**src/rtl/slw_pkg.sv**
```systemverilog
/*
   Constants for the segment LCD waveform control block: register offsets,
   field positions, reset values and frame timing figures.
   Assumes an APB master with 32-bit data and word-aligned byte addresses.
*/
// Overview of operation
// Sixty-four display pins, all undriven (high impedance) from reset.
// Selected pins drive a waveform; common-line bit picks backplane, else frontplane.
// Up to eight backplanes can be active at once.
// Enable clear: pins off, timing stopped, top bias tied to supply.
// Enable set: enabled pins drive, backplanes follow duty, bias enabled.
// Control bit 6 picks crystal clock (0) or alternate clock (1).
// Frame = clock / ((duty+1) * 8 * (4+prescale) * Y), Y from duty table.
// Software keeps the panel clock between 30 kHz and 39.063 kHz.
// Duty field n uses n+1 backplanes; reset value is 011.
// Software changes source, prescale and duty only while enable is clear.
// With frame interrupt enable set, every frame start raises a request. Code sets status bit 0; irq_o rises only with mask bit 0 set.
// Enable is clear after reset so nothing is driven until configured.
package slw_pkg;
   localparam int unsigned PIN_COUNT = 64;
   localparam int unsigned ADDR_W    = 8;

   localparam logic [7:0] OFS_CTRL0  = 8'h00;
   localparam logic [7:0] OFS_CTRL1  = 8'h04;
   localparam logic [7:0] OFS_SEL_LO = 8'h08;
   localparam logic [7:0] OFS_SEL_HI = 8'h0C;
   localparam logic [7:0] OFS_COM_LO = 8'h10;
   localparam logic [7:0] OFS_COM_HI = 8'h14;
   localparam logic [7:0] OFS_STAT   = 8'h18;
   localparam logic [7:0] OFS_MASK   = 8'h1C;
   localparam logic [7:0] OFS_PHASE  = 8'h20;

   localparam int unsigned BIT_DRIVE_ON  = 7;
   localparam int unsigned BIT_SOURCE    = 6;
   localparam int unsigned BIT_PRESC_HI  = 5;
   localparam int unsigned BIT_PRESC_LO  = 3;
   localparam int unsigned BIT_DUTY_HI   = 2;
   localparam int unsigned BIT_IRQ_EN    = 7;
   localparam int unsigned BIT_FRAME_EVT = 0;

   localparam logic [7:0] CTRL0_RESET = 8'h03;
   localparam logic [7:0] CTRL1_RESET = 8'h00;

   // Panel clock ticks per backplane phase: 8 * (4 + prescale) * Y
   localparam int unsigned TICKS_BASE = 8;
   localparam int unsigned PRESC_BASE = 4;
   localparam int unsigned CNT_W      = 11;

   localparam int unsigned CLK_MIN_KHZ_X1000 = 30000;
   localparam int unsigned CLK_MAX_KHZ_X1000 = 39063;
endpackage

```
**src/rtl/slw_waveform_ctrl.sv**
```systemverilog
/*
   Segment LCD waveform control: APB register file, panel clock selection,
   frame timing, digital frontplane/backplane levels with per-pin enables,
   bias control levels and a frame interrupt.
   Assumes crystal and alternate clock levels arrive synchronous to
   core_clk_i and run far slower than it; analog bias and pads are outside.
*/
// The APB interface to the registers and the register offsets were decided locally.
`timescale 1ns/10ps
module slw_waveform_ctrl
   import slw_pkg::*;
(
   input  wire logic                  core_clk_i,
   input  wire logic                  rst_n_i,
   input  wire logic                  psel_i,
   input  wire logic                  penable_i,
   input  wire logic                  pwrite_i,
   input  wire logic [ADDR_W-1:0]     paddr_i,
   input  wire logic [31:0]           pwdata_i,
   output logic      [31:0]           prdata_o,
   output logic                       pready_o,
   output logic                       pslverr_o,
   input  wire logic                  crystal_clock_out_i,
   input  wire logic                  alt_clock_i,
   output logic      [PIN_COUNT-1:0]  pad_out_o,
   output logic      [PIN_COUNT-1:0]  pad_oe_o,
   output logic                       bias_enable_o,
   output logic                       top_bias_tie_o,
   output logic                       irq_o
);

   typedef struct packed {
      logic [31:0]           rdata;
      logic                  ready;
      logic                  slverr;
      logic [7:0]            ctl0;
      logic [7:0]            ctl1;
      logic [PIN_COUNT-1:0]  pin_sel;
      logic [PIN_COUNT-1:0]  com_sel;
      logic [7:0]            stat;
      logic [7:0]            mask;
      logic                  clk_prev;
      logic [CNT_W-1:0]      cnt;
      logic [2:0]            phase;
      logic                  pol;
      logic [PIN_COUNT-1:0]  pad_out;
      logic [PIN_COUNT-1:0]  pad_oe;
      logic                  bias_en;
      logic                  bias_tie;
      logic                  irq;
   } slw_state_type;

   localparam slw_state_type STATE_RESET = '{
      rdata:    32'h0000_0000,
      ready:    1'b0,
      slverr:   1'b0,
      ctl0:     CTRL0_RESET,
      ctl1:     CTRL1_RESET,
      pin_sel:  64'h0000_0000_0000_0000,
      com_sel:  64'h0000_0000_0000_0000,
      stat:     8'h00,
      mask:     8'h00,
      clk_prev: 1'b0,
      cnt:      11'h000,
      phase:    3'h0,
      pol:      1'b0,
      pad_out:  64'h0000_0000_0000_0000,
      pad_oe:   64'h0000_0000_0000_0000,
      bias_en:  1'b0,
      bias_tie: 1'b1,
      irq:      1'b0
   };

   slw_state_type s;
   slw_state_type next_s;
   logic [1:0]    rst_sync;
   logic          rst_n;

   // Y factor of the frame equation, indexed by duty
   function automatic logic [4:0] y_factor(input logic [2:0] duty);
      case (duty)
         3'h0:    y_factor = 5'h02;
         3'h1:    y_factor = 5'h02;
         3'h2:    y_factor = 5'h03;
         3'h3:    y_factor = 5'h03;
         3'h4:    y_factor = 5'h04;
         3'h5:    y_factor = 5'h05;
         3'h6:    y_factor = 5'h08;
         default: y_factor = 5'h10;
      endcase
   endfunction

   // Last count of one backplane phase: 8 * (4 + prescale) * Y - 1
   function automatic logic [CNT_W-1:0] phase_last(input logic [7:0] ctl);
      logic [CNT_W-1:0] div;
      div = CNT_W'(TICKS_BASE) * (CNT_W'(PRESC_BASE)
            + CNT_W'(ctl[BIT_PRESC_HI:BIT_PRESC_LO]))
            * CNT_W'(y_factor(ctl[BIT_DUTY_HI:0]));
      phase_last = div - 11'h001;
   endfunction

   always_ff @(posedge core_clk_i or negedge rst_n_i)
   begin
      if (!rst_n_i)
         rst_sync <= 2'b00;
      else
         rst_sync <= {rst_sync[0], 1'b1};
   end
   assign rst_n = rst_sync[1];

   logic             wr_en;
   logic             rd_setup;
   logic             clk_sel;
   logic             tick;
   logic             drive_on;
   logic [2:0]       duty;
   logic             frame_start;
   logic [7:0]       w8;
   logic             hit;
   logic [31:0]      rd_val;

   always_comb
   begin
      next_s   = s;
      drive_on = s.ctl0[BIT_DRIVE_ON];
      duty     = s.ctl0[BIT_DUTY_HI:0];
      w8       = pwdata_i[7:0];
      wr_en    = psel_i & penable_i & s.ready & pwrite_i;
      rd_setup = psel_i & ~penable_i;

      // Source select picks which pin's rising edges count as panel clock
      clk_sel  = s.ctl0[BIT_SOURCE] ? alt_clock_i : crystal_clock_out_i;
      next_s.clk_prev = clk_sel;
      tick = clk_sel & ~s.clk_prev;

      // Address decode, answered one cycle after setup
      hit    = 1'b1;
      rd_val = 32'h0000_0000;
      case (paddr_i)
         OFS_CTRL0:  rd_val = {24'h000000, s.ctl0};
         OFS_CTRL1:  rd_val = {24'h000000, s.ctl1};
         OFS_SEL_LO: rd_val = s.pin_sel[31:0];
         OFS_SEL_HI: rd_val = s.pin_sel[63:32];
         OFS_COM_LO: rd_val = s.com_sel[31:0];
         OFS_COM_HI: rd_val = s.com_sel[63:32];
         OFS_STAT:   rd_val = {24'h000000, s.stat};
         OFS_MASK:   rd_val = {24'h000000, s.mask};
         OFS_PHASE:  rd_val = {24'h000000, 3'h0, s.pol, 1'b0, s.phase};
         default:    hit = 1'b0;
      endcase
      next_s.ready  = rd_setup;
      next_s.slverr = rd_setup & ~hit;
      if (rd_setup)
         next_s.rdata = (hit && !pwrite_i) ? rd_val : 32'h0000_0000;

      // Frame timing runs only while the panel drive is on
      frame_start = 1'b0;
      if (!drive_on)
      begin
         next_s.cnt   = 11'h000;
         next_s.phase = 3'h0;
      end
      else if (tick)
      begin
         if (s.cnt >= phase_last(s.ctl0))
         begin
            next_s.cnt = 11'h000;
            if (s.phase >= duty)
            begin
               next_s.phase = 3'h0;
               next_s.pol   = ~s.pol;
               frame_start  = 1'b1;
            end
            else
               next_s.phase = s.phase + 3'h1;
         end
         else
            next_s.cnt = s.cnt + 11'h001;
      end

      if (wr_en && hit)
      begin
         case (paddr_i)
            OFS_CTRL0:  next_s.ctl0 = w8;
            OFS_CTRL1:  next_s.ctl1 = {w8[BIT_IRQ_EN], 7'h00};
            OFS_SEL_LO: next_s.pin_sel[31:0] = pwdata_i;
            OFS_SEL_HI: next_s.pin_sel[63:32] = pwdata_i;
            OFS_COM_LO: next_s.com_sel[31:0] = pwdata_i;
            OFS_COM_HI: next_s.com_sel[63:32] = pwdata_i;
            OFS_STAT:   next_s.stat = s.stat & ~w8;
            OFS_MASK:   next_s.mask = {7'h00, w8[BIT_FRAME_EVT]};
            default:    next_s.stat = next_s.stat;
         endcase
      end
      // Set after clear so an event in the clearing cycle survives
      if (frame_start && s.ctl1[BIT_IRQ_EN])
         next_s.stat[BIT_FRAME_EVT] = 1'b1;
      next_s.irq = |(next_s.stat & next_s.mask);

      // Pin levels: backplane line k is active in phase k mod 8; polarity
      // flips every frame so the glass sees no net DC.
      for (int i = 0; i < PIN_COUNT; i++)
      begin
         if (s.com_sel[i] && (3'(i) == s.phase) && (3'(i) <= duty))
            next_s.pad_out[i] = ~s.pol;
         else
            next_s.pad_out[i] = s.pol;
      end
      next_s.pad_oe   = drive_on ? s.pin_sel : 64'h0000_0000_0000_0000;
      next_s.bias_en  = drive_on;
      next_s.bias_tie = ~drive_on;
   end

   always_ff @(posedge core_clk_i or negedge rst_n)
   begin
      if (!rst_n)
         s <= STATE_RESET;
      else
         s <= next_s;
   end

   assign prdata_o       = s.rdata;
   assign pready_o       = s.ready;
   assign pslverr_o      = s.slverr;
   assign pad_out_o      = s.pad_out;
   assign pad_oe_o       = s.pad_oe;
   assign bias_enable_o  = s.bias_en;
   assign top_bias_tie_o = s.bias_tie;
   assign irq_o          = s.irq;
endmodule

```
**config.mk**
```make
export PLATFORM = sky130hd
export DESIGN_NAME = slw_waveform_ctrl
export DESIGN_NICKNAME = d
export VERILOG_FILES = /design/src/rtl/slw_pkg.sv /design/src/rtl/slw_waveform_ctrl.sv
export SDC_FILE = /design/constraint.sdc
export NUM_CORES = 1
export LEC_CHECK = 0
export BUFFER_PORTS_ARGS = -buffer_cell sky130_fd_sc_hd__buf_2
export CELL_PAD_IN_SITES_DETAIL_PLACEMENT = 1
export CELL_PAD_IN_SITES_GLOBAL_PLACEMENT = 1
export CORE_MARGIN = 2
export CORE_UTILIZATION = 25
export DETAILED_ROUTE_END_ITERATION = 16
export PLACE_DENSITY_LB_ADDON = 0.1
export RECOVER_POWER = 100
export SYNTH_ARGS = -nofsm -noshare
export SYNTH_HDL_FRONTEND = slang
export SYNTH_SLANG_ARGS = --single-unit
```
**constraint.sdc**
```tcl
create_clock -name core_clk_i -period 11.6 [get_ports core_clk_i]
set_input_delay 1.74 -clock core_clk_i [delete_from_list [all_inputs] [get_ports core_clk_i]]
set_output_delay 1.74 -clock core_clk_i [all_outputs]
set_load 0.02 [all_outputs]
```
==> flow_metrics.tcl, run 1 <==
set metrics [dict create \
    final_hold_viol_count 0 \
    cts_resized 0 \
    fin_crit_sh 0.615 \
    grt_pass1_vias 10800 \
    r2r_start "s[304]" \
    holdPathStages 0 \
    area_delta_synth_final_pct 11.7 \
    wl_met3_um 2210 \
    clkPwrFrac 0.521 \
    slew_headroom -1.79 \
    fmax_mhz 140 \
    initial_core_util 0.253 \
    rsz0062_at_grt "false" \
    yosysTopAreaCell "dfrtp_1" \
    synthFlopType "dfrtp_1" \
    min_path_type "reg2reg" \
    worstHoldStart "rst_sync[0]" \
    cts_inserted_buffers 41 \
    pwr-share-seq 0.459 \
    synth_fp_nets 1387 \
    drtAntennaViolNets 0 \
    cts_buffer_depth 3 \
    finalWirelength_um 50200 \
    worstPathArrival_ns 7.57 \
    violations "max-capacitance violations, max-slew violations" \
    die_w_um 254 \
    synth_cell_types 67 \
    yosys.area.top_type_share 0.535 \
    post_dp_cell_area_um2 16300 \
    synthCells 1305 \
    clkLatencyLatePin_ns 0.56 \
    finalSetupViolCount 0 \
    port_buffers 211 \
    fin_hold_ws_ns 0.356 \
    maxSlewViolCount 436 \
    yosys-top-cells-area "dfrtp_1, mux2_1, buf_4" \
    core-area_um2 61600 \
    routed-wl-met2_um 23900 \
    layout-drive-gt1-share 0.0926 \
    peakVddDrop_mv 0.0912 \
    powerDensity_nw_per_um2 147 \
    dp_hpwl_um 32500 \
    yosys_warnings 0 \
    clk_pin_slew_ns 0.06 \
    first_pass_iters 5 \
    cts_setup_buffers 0 \
    end_kind "flip-flop" \
    setup_tns_ns 0 \
    final_area_um2 17400 \
    switching_share 0.221 \
    grt-ovfl-total 0 \
    via_per_inst 4.41 \
    top_layer "met5" \
    period_needed_ns 7.14 \
    met1_length_um 23300 \
    leakage_nw 8.05 \
    critPathMaxFanout 29 \
    avgRoutedWirePerCell_um 22.6 \
    fin_ws_ns 4.46 \
    ios 212 \
    row_count 91 \
    worst_pin_slew_ns 4.19 \
    die-area_um2 64300 \
    syn_area_um2 15600 \
    drc_errors 0 \
    place_congestion 0.732 \
    grt_pass1_wl_um 74200 \
    cts_hold_buf 0 \
    cts.sinks 336 \
    synth.most_common_cell "dfrtp_1" \
    synth_edf_count 0 \
    drt_iter0_markers 604 \
    ff2ff_path_depth 20 \
    cp-start-kind "input port" \
    antenna_found_initial 5 \
    regToRegSetupSlack_ns 5.59 \
    clock_skew_ns 0.0169 \
    r2r-end "s[145]" \
    p_comb_frac 0.020 \
    die_h_um 254 \
    cp.required_ns 12.03 \
    status "finished with violations" \
    htreeDepth 2 \
    grt_max_degree 161 \
    internal_power_mw 2.00 \
    seq_area_frac_synth 0.540 \
    layout.nets 1431 \
    synthArstFlopShare 1.00 \
    ys_ff_latch 336 \
    synth_commonest_cells "dfrtp_1, buf_4, mux2_1" \
    gr-usage-all-layers 0.158 \
    critical_path_class "in2reg" \
    pre_cts_ws_ns 5.82 \
    maxCapViolCount 12 \
    cts_root_buffer "clkbuf_16" \
    p_sw_uw 566 \
    avgSynthCellArea_um2 11.9 \
    min_to "rst_sync[1]" \
    cts_tree "yes" \
    vias 9789 \
]
==> kinds of logic after synthesis <==
group,after synthesis,share of synthesized area
buffers and inverters,249,0.103
adder cells (fa/ha/maj),35,0.0296
AO/OA/AOI/OAI,167,0.0784
other,1,0.000241
XOR/XNOR,75,0.0431
multiplexers,146,0.105
flip-flops,336,0.540
AND/OR/NAND/NOR,296,0.100
==> layout make-up <==
cell class                      instances  area [um2]
Inverter                               23        86.3
Tap cell                              837        1050
Clock buffer                           63        1260
Multi-Input combinational cell        720        5500
Timing Repair Buffer                  227         940
Sequential cell                       336        8410
Antenna cell                            1        2.50
Fill cell                            6840       44200
Clock inverter                         13         144
==> cells in the final DEF, fill, tap and decap left out, types with 21 or more instances in the layout <==
master     Yosys  layout
nor2_1        26      26
dfrtp_1      333     333
ha_1          32      32
o21ai_0        9      36
mux2_1       136     136
clkbuf_16      0      43
inv_1         20      21
buf_2         14      42
and2_0         0      60
clkbuf_1      35     188
a222oi_1      26      26
a21boi_1      27      24
a22oi_1       24      24
xnor2_1       70      70
nand2_1      116     116
==> how the worst max path moves through the flow <==
stage / to / slack, ns / from
2_1_floorplan: bias_enable_o / 1.55 / rst_sync[1]
3_3_place_gp: s[144] / 5.94 / s[304]
3_5_place_dp: s[145] / 5.82 / s[304]
4_1_cts: s[145] / 5.77 / s[304]
5_1_grt: s[281] / 4.16 / paddr_i[7]
6_report: s[284] / 4.46 / paddr_i[7]
==> worst max-delay path, cell delays in order <==
cell and delay (ns):
clkbuf_1 0.15, or4b_1 0.67, nor3_1 0.22, clkbuf_1 1.86, and3_1 1.02, clkbuf_1 1.47, mux2_1 0.41
==> power by group through the flow <==
stage / clock network, mW / logic, mW / registers (mW)
CTS: 1.39 / 0.0558 / 1.18
global route: 1.44 / 0.0584 / 1.18
floorplan: 0 / 0.00832 / 1.21
finish: 1.33 / 0.0513 / 1.18
detailed placement: 0 / 0.0557 / 1.20
global placement: 0 / 0.0554 / 1.20
==> metal layers <==
layer / up-vias / GRT usage
met3: 62 / 0.0338
met1: 5124 / 0.214
met5: - / 0
li1: 4417 / -
met4: 8 / 0.0389
met2: 178 / 0.256
==> metrics by stage <==
step	power, mW	util	std cells
6_report	2.56	0.282	2220
5_1_grt	2.67	0.282	2219
4_1_cts	2.62	0.288	2219
3_5_place_dp	1.25	0.265	2143
3_3_place_gp	1.25	0.265	2143
2_1_floorplan	1.22	-	1305
==> registers in the layout (all words and copies together), names as in the netlist <==
signal          count
bias_enable_o       1
drive_on            1
duty                3
irq_o               1
pad_oe_o           64
pad_out_o          64
prdata_o           32
pready_o            1
pslverr_o           1
rst_sync            2
s                 165
top_bias_tie_o      1
Power figures use the tool's default switching activity.
==> inputs of run 2 (changes only) <==
Clock period 11.6 ns to 6.6 ns, I/O delays scaled along.
==> run 2 against run 1 <==
The flow still finishes with violations (max-capacitance violations, max-slew violations). Core utilization is 0.12 points higher. Worst setup slack worse by 3.8 ns. Hold slack worse by 0.14 ns. Clock-buffer cell count is 2 higher. Critical path depth is 14 higher. Flip-flop and latch count stayed put. Critical endpoint is now s[144]. Combinational power is 85% higher. Final area is 0.41% higher.
==> flow_metrics.tcl, run 2 (same netlist as run 1, synthesis figures left out) <==
set metrics [dict create \
    status "finished with violations" \
    violations "max-capacitance violations, max-slew violations" \
    top_register "s" \
    r2r-end "s[144]" \
    clk_pin_slew_ns 0.06 \
    min_path_type "in2async" \
    setup_tns_ns 0 \
    layout-drive-gt1-share 0.0969 \
    peakVddDrop_mv 0.141 \
    cp_cell_sequence "nand2_1 > mux2i_1 > nor2b_1 > ha_1 > ha_1 > ha_1 > inv_1 > fa_1 > nor2b_1 > o21a_1 > nor2_1 > xnor2_1 > or3_1 > xnor3_1 > ha_1 > nand3_1 > a21oi_1 > a211oi_2 > nand4_1 > or3_1 > o211ai_1" \
    grt_pass1_vias 10800 \
    first_pass_iters 5 \
    cts_resized 0 \
    crit_family "simple AND/OR/NAND/NOR gates" \
    die-area_um2 64300 \
    ios 212 \
    clock_skew_ns 0.0318 \
    port_buffers 211 \
    regToRegSetupSlack_ns 0.66 \
    area_delta_synth_final_pct 12.2 \
    gr-usage-all-layers 0.158 \
    fin_hold_ws_ns 0.215 \
    drtAntennaViolNets 0 \
    crit_slowest_cell "dfrtp_1" \
    grt_max_degree 168 \
    cts_buffer_depth 3 \
    final_common_cell "dfrtp_1" \
    leakage_nw 8.09 \
    worst_pin_slew_ns 3.93 \
    critPathMaxFanout 18 \
    crit_top_cell "ha_1" \
    critical_path_class "reg2reg" \
    fin_util 0.284 \
    ff2ff_path_depth 21 \
    finalSetupViolCount 0 \
    die_w_um 254 \
    initial_core_util 0.253 \
    cts.sinks 336 \
    drt_iter0_markers 460 \
    cts_hold_buf 0 \
    die_h_um 254 \
    antenna_found_initial 9 \
    final_hold_viol_count 0 \
    slowest_delay_ns 0.67 \
    grt-ovfl-total 0 \
    final_area_um2 17500 \
    post_dp_cell_area_um2 16300 \
    end_kind "flip-flop" \
    place_congestion 0.747 \
    vias 9800 \
    dp_hpwl_um 32500 \
    r2r_start "duty[2]" \
    core-area_um2 61600 \
    powerDensity_nw_per_um2 262 \
    layout.nets 1433 \
    period_needed_ns 5.94 \
    pre_cts_ws_ns 0.799 \
    cts_tree "yes" \
    via_per_inst 4.41 \
    cp-start-kind "flip-flop" \
    critPathBufInv 1 \
    layout_common_cells "dfrtp_1, clkbuf_1, mux2_1" \
    row_count 91 \
    cp.required_ns 7.05 \
    maxSlewViolCount 352 \
    avgRoutedWirePerCell_um 22.7 \
    grt_pass1_wl_um 74400 \
    clkLatencyLatePin_ns 0.57 \
    fin_ws_ns 0.655 \
    maxCapViolCount 9 \
    cts_setup_buffers 0 \
    finalWirelength_um 50400 \
    cts_inserted_buffers 42 \
    cts_root_buffer "clkbuf_16" \
    rsz0062_at_grt "false" \
    fmax_mhz 168 \
    htreeDepth 2 \
    drc_errors 0 \
    slew_headroom -1.62 \
    worstPathArrival_ns 6.39 \
    largest_reg_flops 165 \
    fin_crit_sh 0.901 \
]
## run 2: cell count changes in the layout (fill, tap and decap cells not counted), sizes merged
cell    before  now
diode        1    2
clkinv       9    6
buf         48   49
bufinv       3    4
clkbuf     242  244
## run 2: metrics by stage
stage	instances	power, mW
6_report	2222	4.58
5_1_grt	2220	4.77
4_1_cts	2220	4.69
3_5_place_dp	2144	2.21
3_3_place_gp	2144	2.21
2_1_floorplan	1305	2.15
## run 2: routing by layer
layer | up-vias | global-route usage | share of wire | routed length (um)
met5 | - | 0 | 0.00067 | 34
met4 | 6 | 0.0463 | 0.025 | 1240
met3 | 71 | 0.0320 | 0.048 | 2430
met2 | 238 | 0.252 | 0.46 | 23300
met1 | 5082 | 0.217 | 0.46 | 23400
li1 | 4403 | - | - | -
## run 2: cell type report
| type | instances | area, um2 |
|---|---|---|
| well taps | 837 | 1050 |
| fillers | 6829 | 44100 |
| flip-flops and latches | 336 | 8410 |
| multi-input cells | 720 | 5520 |
| repair buffers | 228 | 950 |
| clock buffers | 65 | 1290 |
| inverters | 23 | 86.3 |
| clock inverters | 11 | 159 |
| diodes | 2 | 5.00 |
## run 2: how the worst max path moves through the flow
stage	depth (start not counted)	slack, ns	startpoint	to
finish	21	0.66	duty[2]	s[144]
global route	21	0.35	duty[2]	s[144]
CTS	19	0.75	duty[1]	s[144]
detailed placement	19	0.80	duty[1]	s[144]
global placement	20	0.95	duty[1]	s[144]
floorplan	0	1.11	rst_sync[1]	bias_enable_o
## run 2: worst register-to-register path, cell delays in order (launching register included)
cell      delay (ns)
dfrtp_1         0.67
nand2_1         0.16
mux2i_1         0.23
nor2b_1         0.18
ha_1            0.24
ha_1            0.28
ha_1            0.16
inv_1           0.05
fa_1            0.40
nor2b_1         0.14
o21a_1          0.12
nor2_1          0.05
xnor2_1         0.15
or3_1           0.41
xnor3_1         0.37
ha_1            0.32
nand3_1         0.12
a21oi_1         0.06
a211oi_2        0.39
nand4_1         0.60
or3_1           0.60
o211ai_1        0.09
## run 2: power breakdown
| group | internal (mW) | total, mW | switching [mW] |
|---|---|---|---|
| combinational | 0.0157 | 0.0947 | 0.0789 |
| clock | 1.49 | 2.42 | 0.926 |
| sequential | 2.06 | 2.07 | 0.00343 |
==> inputs of run 3 (changes only) <==
Clock period 6.6 ns to 7.43 ns, I/O delays scaled along.
==> run 3 against run 2 <==
Clock skew shrank 0.0014 ns. Largest power group unchanged. The flow still finishes with violations (max-capacitance violations, max-slew violations). Clock-buffer cell count shrank 2. Core utilization shrank 0.085 points.
==> flow_metrics.tcl, run 3 (same netlist as run 1, synthesis figures left out) <==
set metrics [dict create \
    status "finished with violations" \
    violations "max-capacitance violations, max-slew violations" \
    top_register "s" \
    layout.nets 1434 \
    critPathMaxFanout 19 \
    cp-start-kind "input port" \
    leakage_nw 8.06 \
    fin_hold_ws_ns 0.336 \
    cts_hold_buf 0 \
    drtAntennaViolNets 0 \
    endpoint "s[183]" \
    gr-usage-all-layers 0.157 \
    worstPathArrival_ns 6.77 \
    cp.required_ns 7.88 \
    htreeDepth 2 \
    grt_pass1_wl_um 74100 \
    crit_slowest_cell "nor3_1" \
    layout-drive-gt1-share 0.0954 \
    instances_no_fill 2224 \
    drt_iter0_markers 552 \
    place_congestion 0.746 \
    setup_tns_ns 0 \
    period_needed_ns 6.32 \
    finalSetupViolCount 0 \
    maxCapViolCount 12 \
    final_hold_viol_count 0 \
    critical_path_class "in2reg" \
    row_count 91 \
    r2r_start "s[304]" \
    final_common_cell "dfrtp_1" \
    grt_pass1_vias 10800 \
    finalWirelength_um 50100 \
    via_per_inst 4.40 \
    fmax_mhz 158 \
    pre_cts_ws_ns 1.65 \
    clkLatencyLatePin_ns 0.57 \
    slew_headroom -1.77 \
    first_pass_iters 5 \
    cts.sinks 336 \
    ff2ff_path_depth 20 \
    end_kind "flip-flop" \
    cp_cell_sequence "clkbuf_1 > nor4b_1 > a22o_1 > nand2_1 > nor3_1 > clkbuf_1 > mux2_1" \
    initial_core_util 0.253 \
    worst_pin_slew_ns 4.16 \
    clock_skew_ns 0.0305 \
    port_buffers 211 \
    clk_pin_slew_ns 0.06 \
    grt_max_degree 161 \
    largest_reg_flops 165 \
    min_path_type "in2async" \
    ios 212 \
    cts_setup_buffers 0 \
    maxSlewViolCount 571 \
    peakVddDrop_mv 0.138 \
    crit_top_cell "clkbuf_1" \
    fillers 6786 \
    antenna_found_initial 4 \
    rsz0062_at_grt "false" \
    area_delta_synth_final_pct 11.8 \
    grt-ovfl-total 0 \
    fin_ws_ns 1.11 \
    die-area_um2 64300 \
    cts_buffer_depth 3 \
    cts_resized 0 \
    r2r-end "s[144]" \
    core-area_um2 61600 \
    die_w_um 254 \
    drc_errors 0 \
    vias 9779 \
    layout_common_cells "dfrtp_1, clkbuf_1, mux2_1" \
    slowest_delay_ns 2.41 \
    dp_hpwl_um 32100 \
    cts_tree "yes" \
    placed_cells 2144 \
    avgRoutedWirePerCell_um 22.5 \
    cp-startpoint "paddr_i[7]" \
    powerDensity_nw_per_um2 230 \
    fin_crit_sh 0.851 \
    cts_inserted_buffers 43 \
    cts_root_buffer "clkbuf_16" \
    die_h_um 254 \
    regToRegSetupSlack_ns 1.28 \
]
run 3: cell count changes in the layout (fill, tap and decap cells not counted), sizes merged:
| cell | before | now |
|---|---|---|
| buf | 49 | 47 |
| bufinv | 4 | 2 |
| clkinv | 6 | 10 |
| clkinvlp | 0 | 1 |
| diode | 2 | 3 |
run 3: layout make-up:
| cell class | count | area [um2] | share of cell area |
|---|---|---|---|
| clock inverter | 14 | 141 | 0.00812 |
| tap | 837 | 1050 | 0.0601 |
| clock buffer | 63 | 1280 | 0.0737 |
| timing repair buffer | 228 | 930 | 0.0534 |
| multi-input combinational | 720 | 5510 | 0.316 |
| antenna | 3 | 7.51 | 0.000431 |
| inverter | 23 | 86.3 | 0.00496 |
| sequential | 336 | 8410 | 0.483 |
run 3: worst min path at each step:
stage / from / to / slack (ns) / cells past startpoint
after floorplan: rst_sync[0] / rst_sync[1] / 0.33 / 0
after global placement: rst_sync[1] / pad_oe_o[30] / 0.25 / 0
after detailed placement: rst_sync[1] / pad_oe_o[30] / 0.25 / 0
after CTS: rst_sync[1] / pad_oe_o[30] / 0.25 / 0
after global routing: rst_n_i / rst_sync[0] / 0.31 / 1
final: rst_n_i / rst_sync[0] / 0.34 / 1
run 3: metal layers:
layer,GRT usage,routed length [um]
met4,0.0375,892
met2,0.253,23500
met5,0,25
met3,0.0279,2210
met1,0.219,23500
run 3: power breakdown:
group          total, mW  internal, mW  switching, mW
Clock               2.09          1.26          0.829
Combinational     0.0824        0.0129         0.0695
Sequential          1.84          1.83        0.00295
Total               4.01          3.11          0.901
run 3: stage by stage:
stage | total power, mW | cell area [um2] | util
after global routing | 4.18 | 17400 | 0.283
final | 4.01 | 17400 | 0.283
after floorplan | 1.91 | 15600 | -
after CTS | 4.11 | 17800 | 0.288
after detailed placement | 1.96 | 16300 | 0.265
after global placement | 1.96 | 16300 | 0.265
run 3: worst max-delay path, delay by kind of cell:
family / cells / cell delay (ns)
simple gates: 3 / 3.43
mux: 1 / 0.39
buf+inv: 2 / 1.33
compound gates: 1 / 0.47
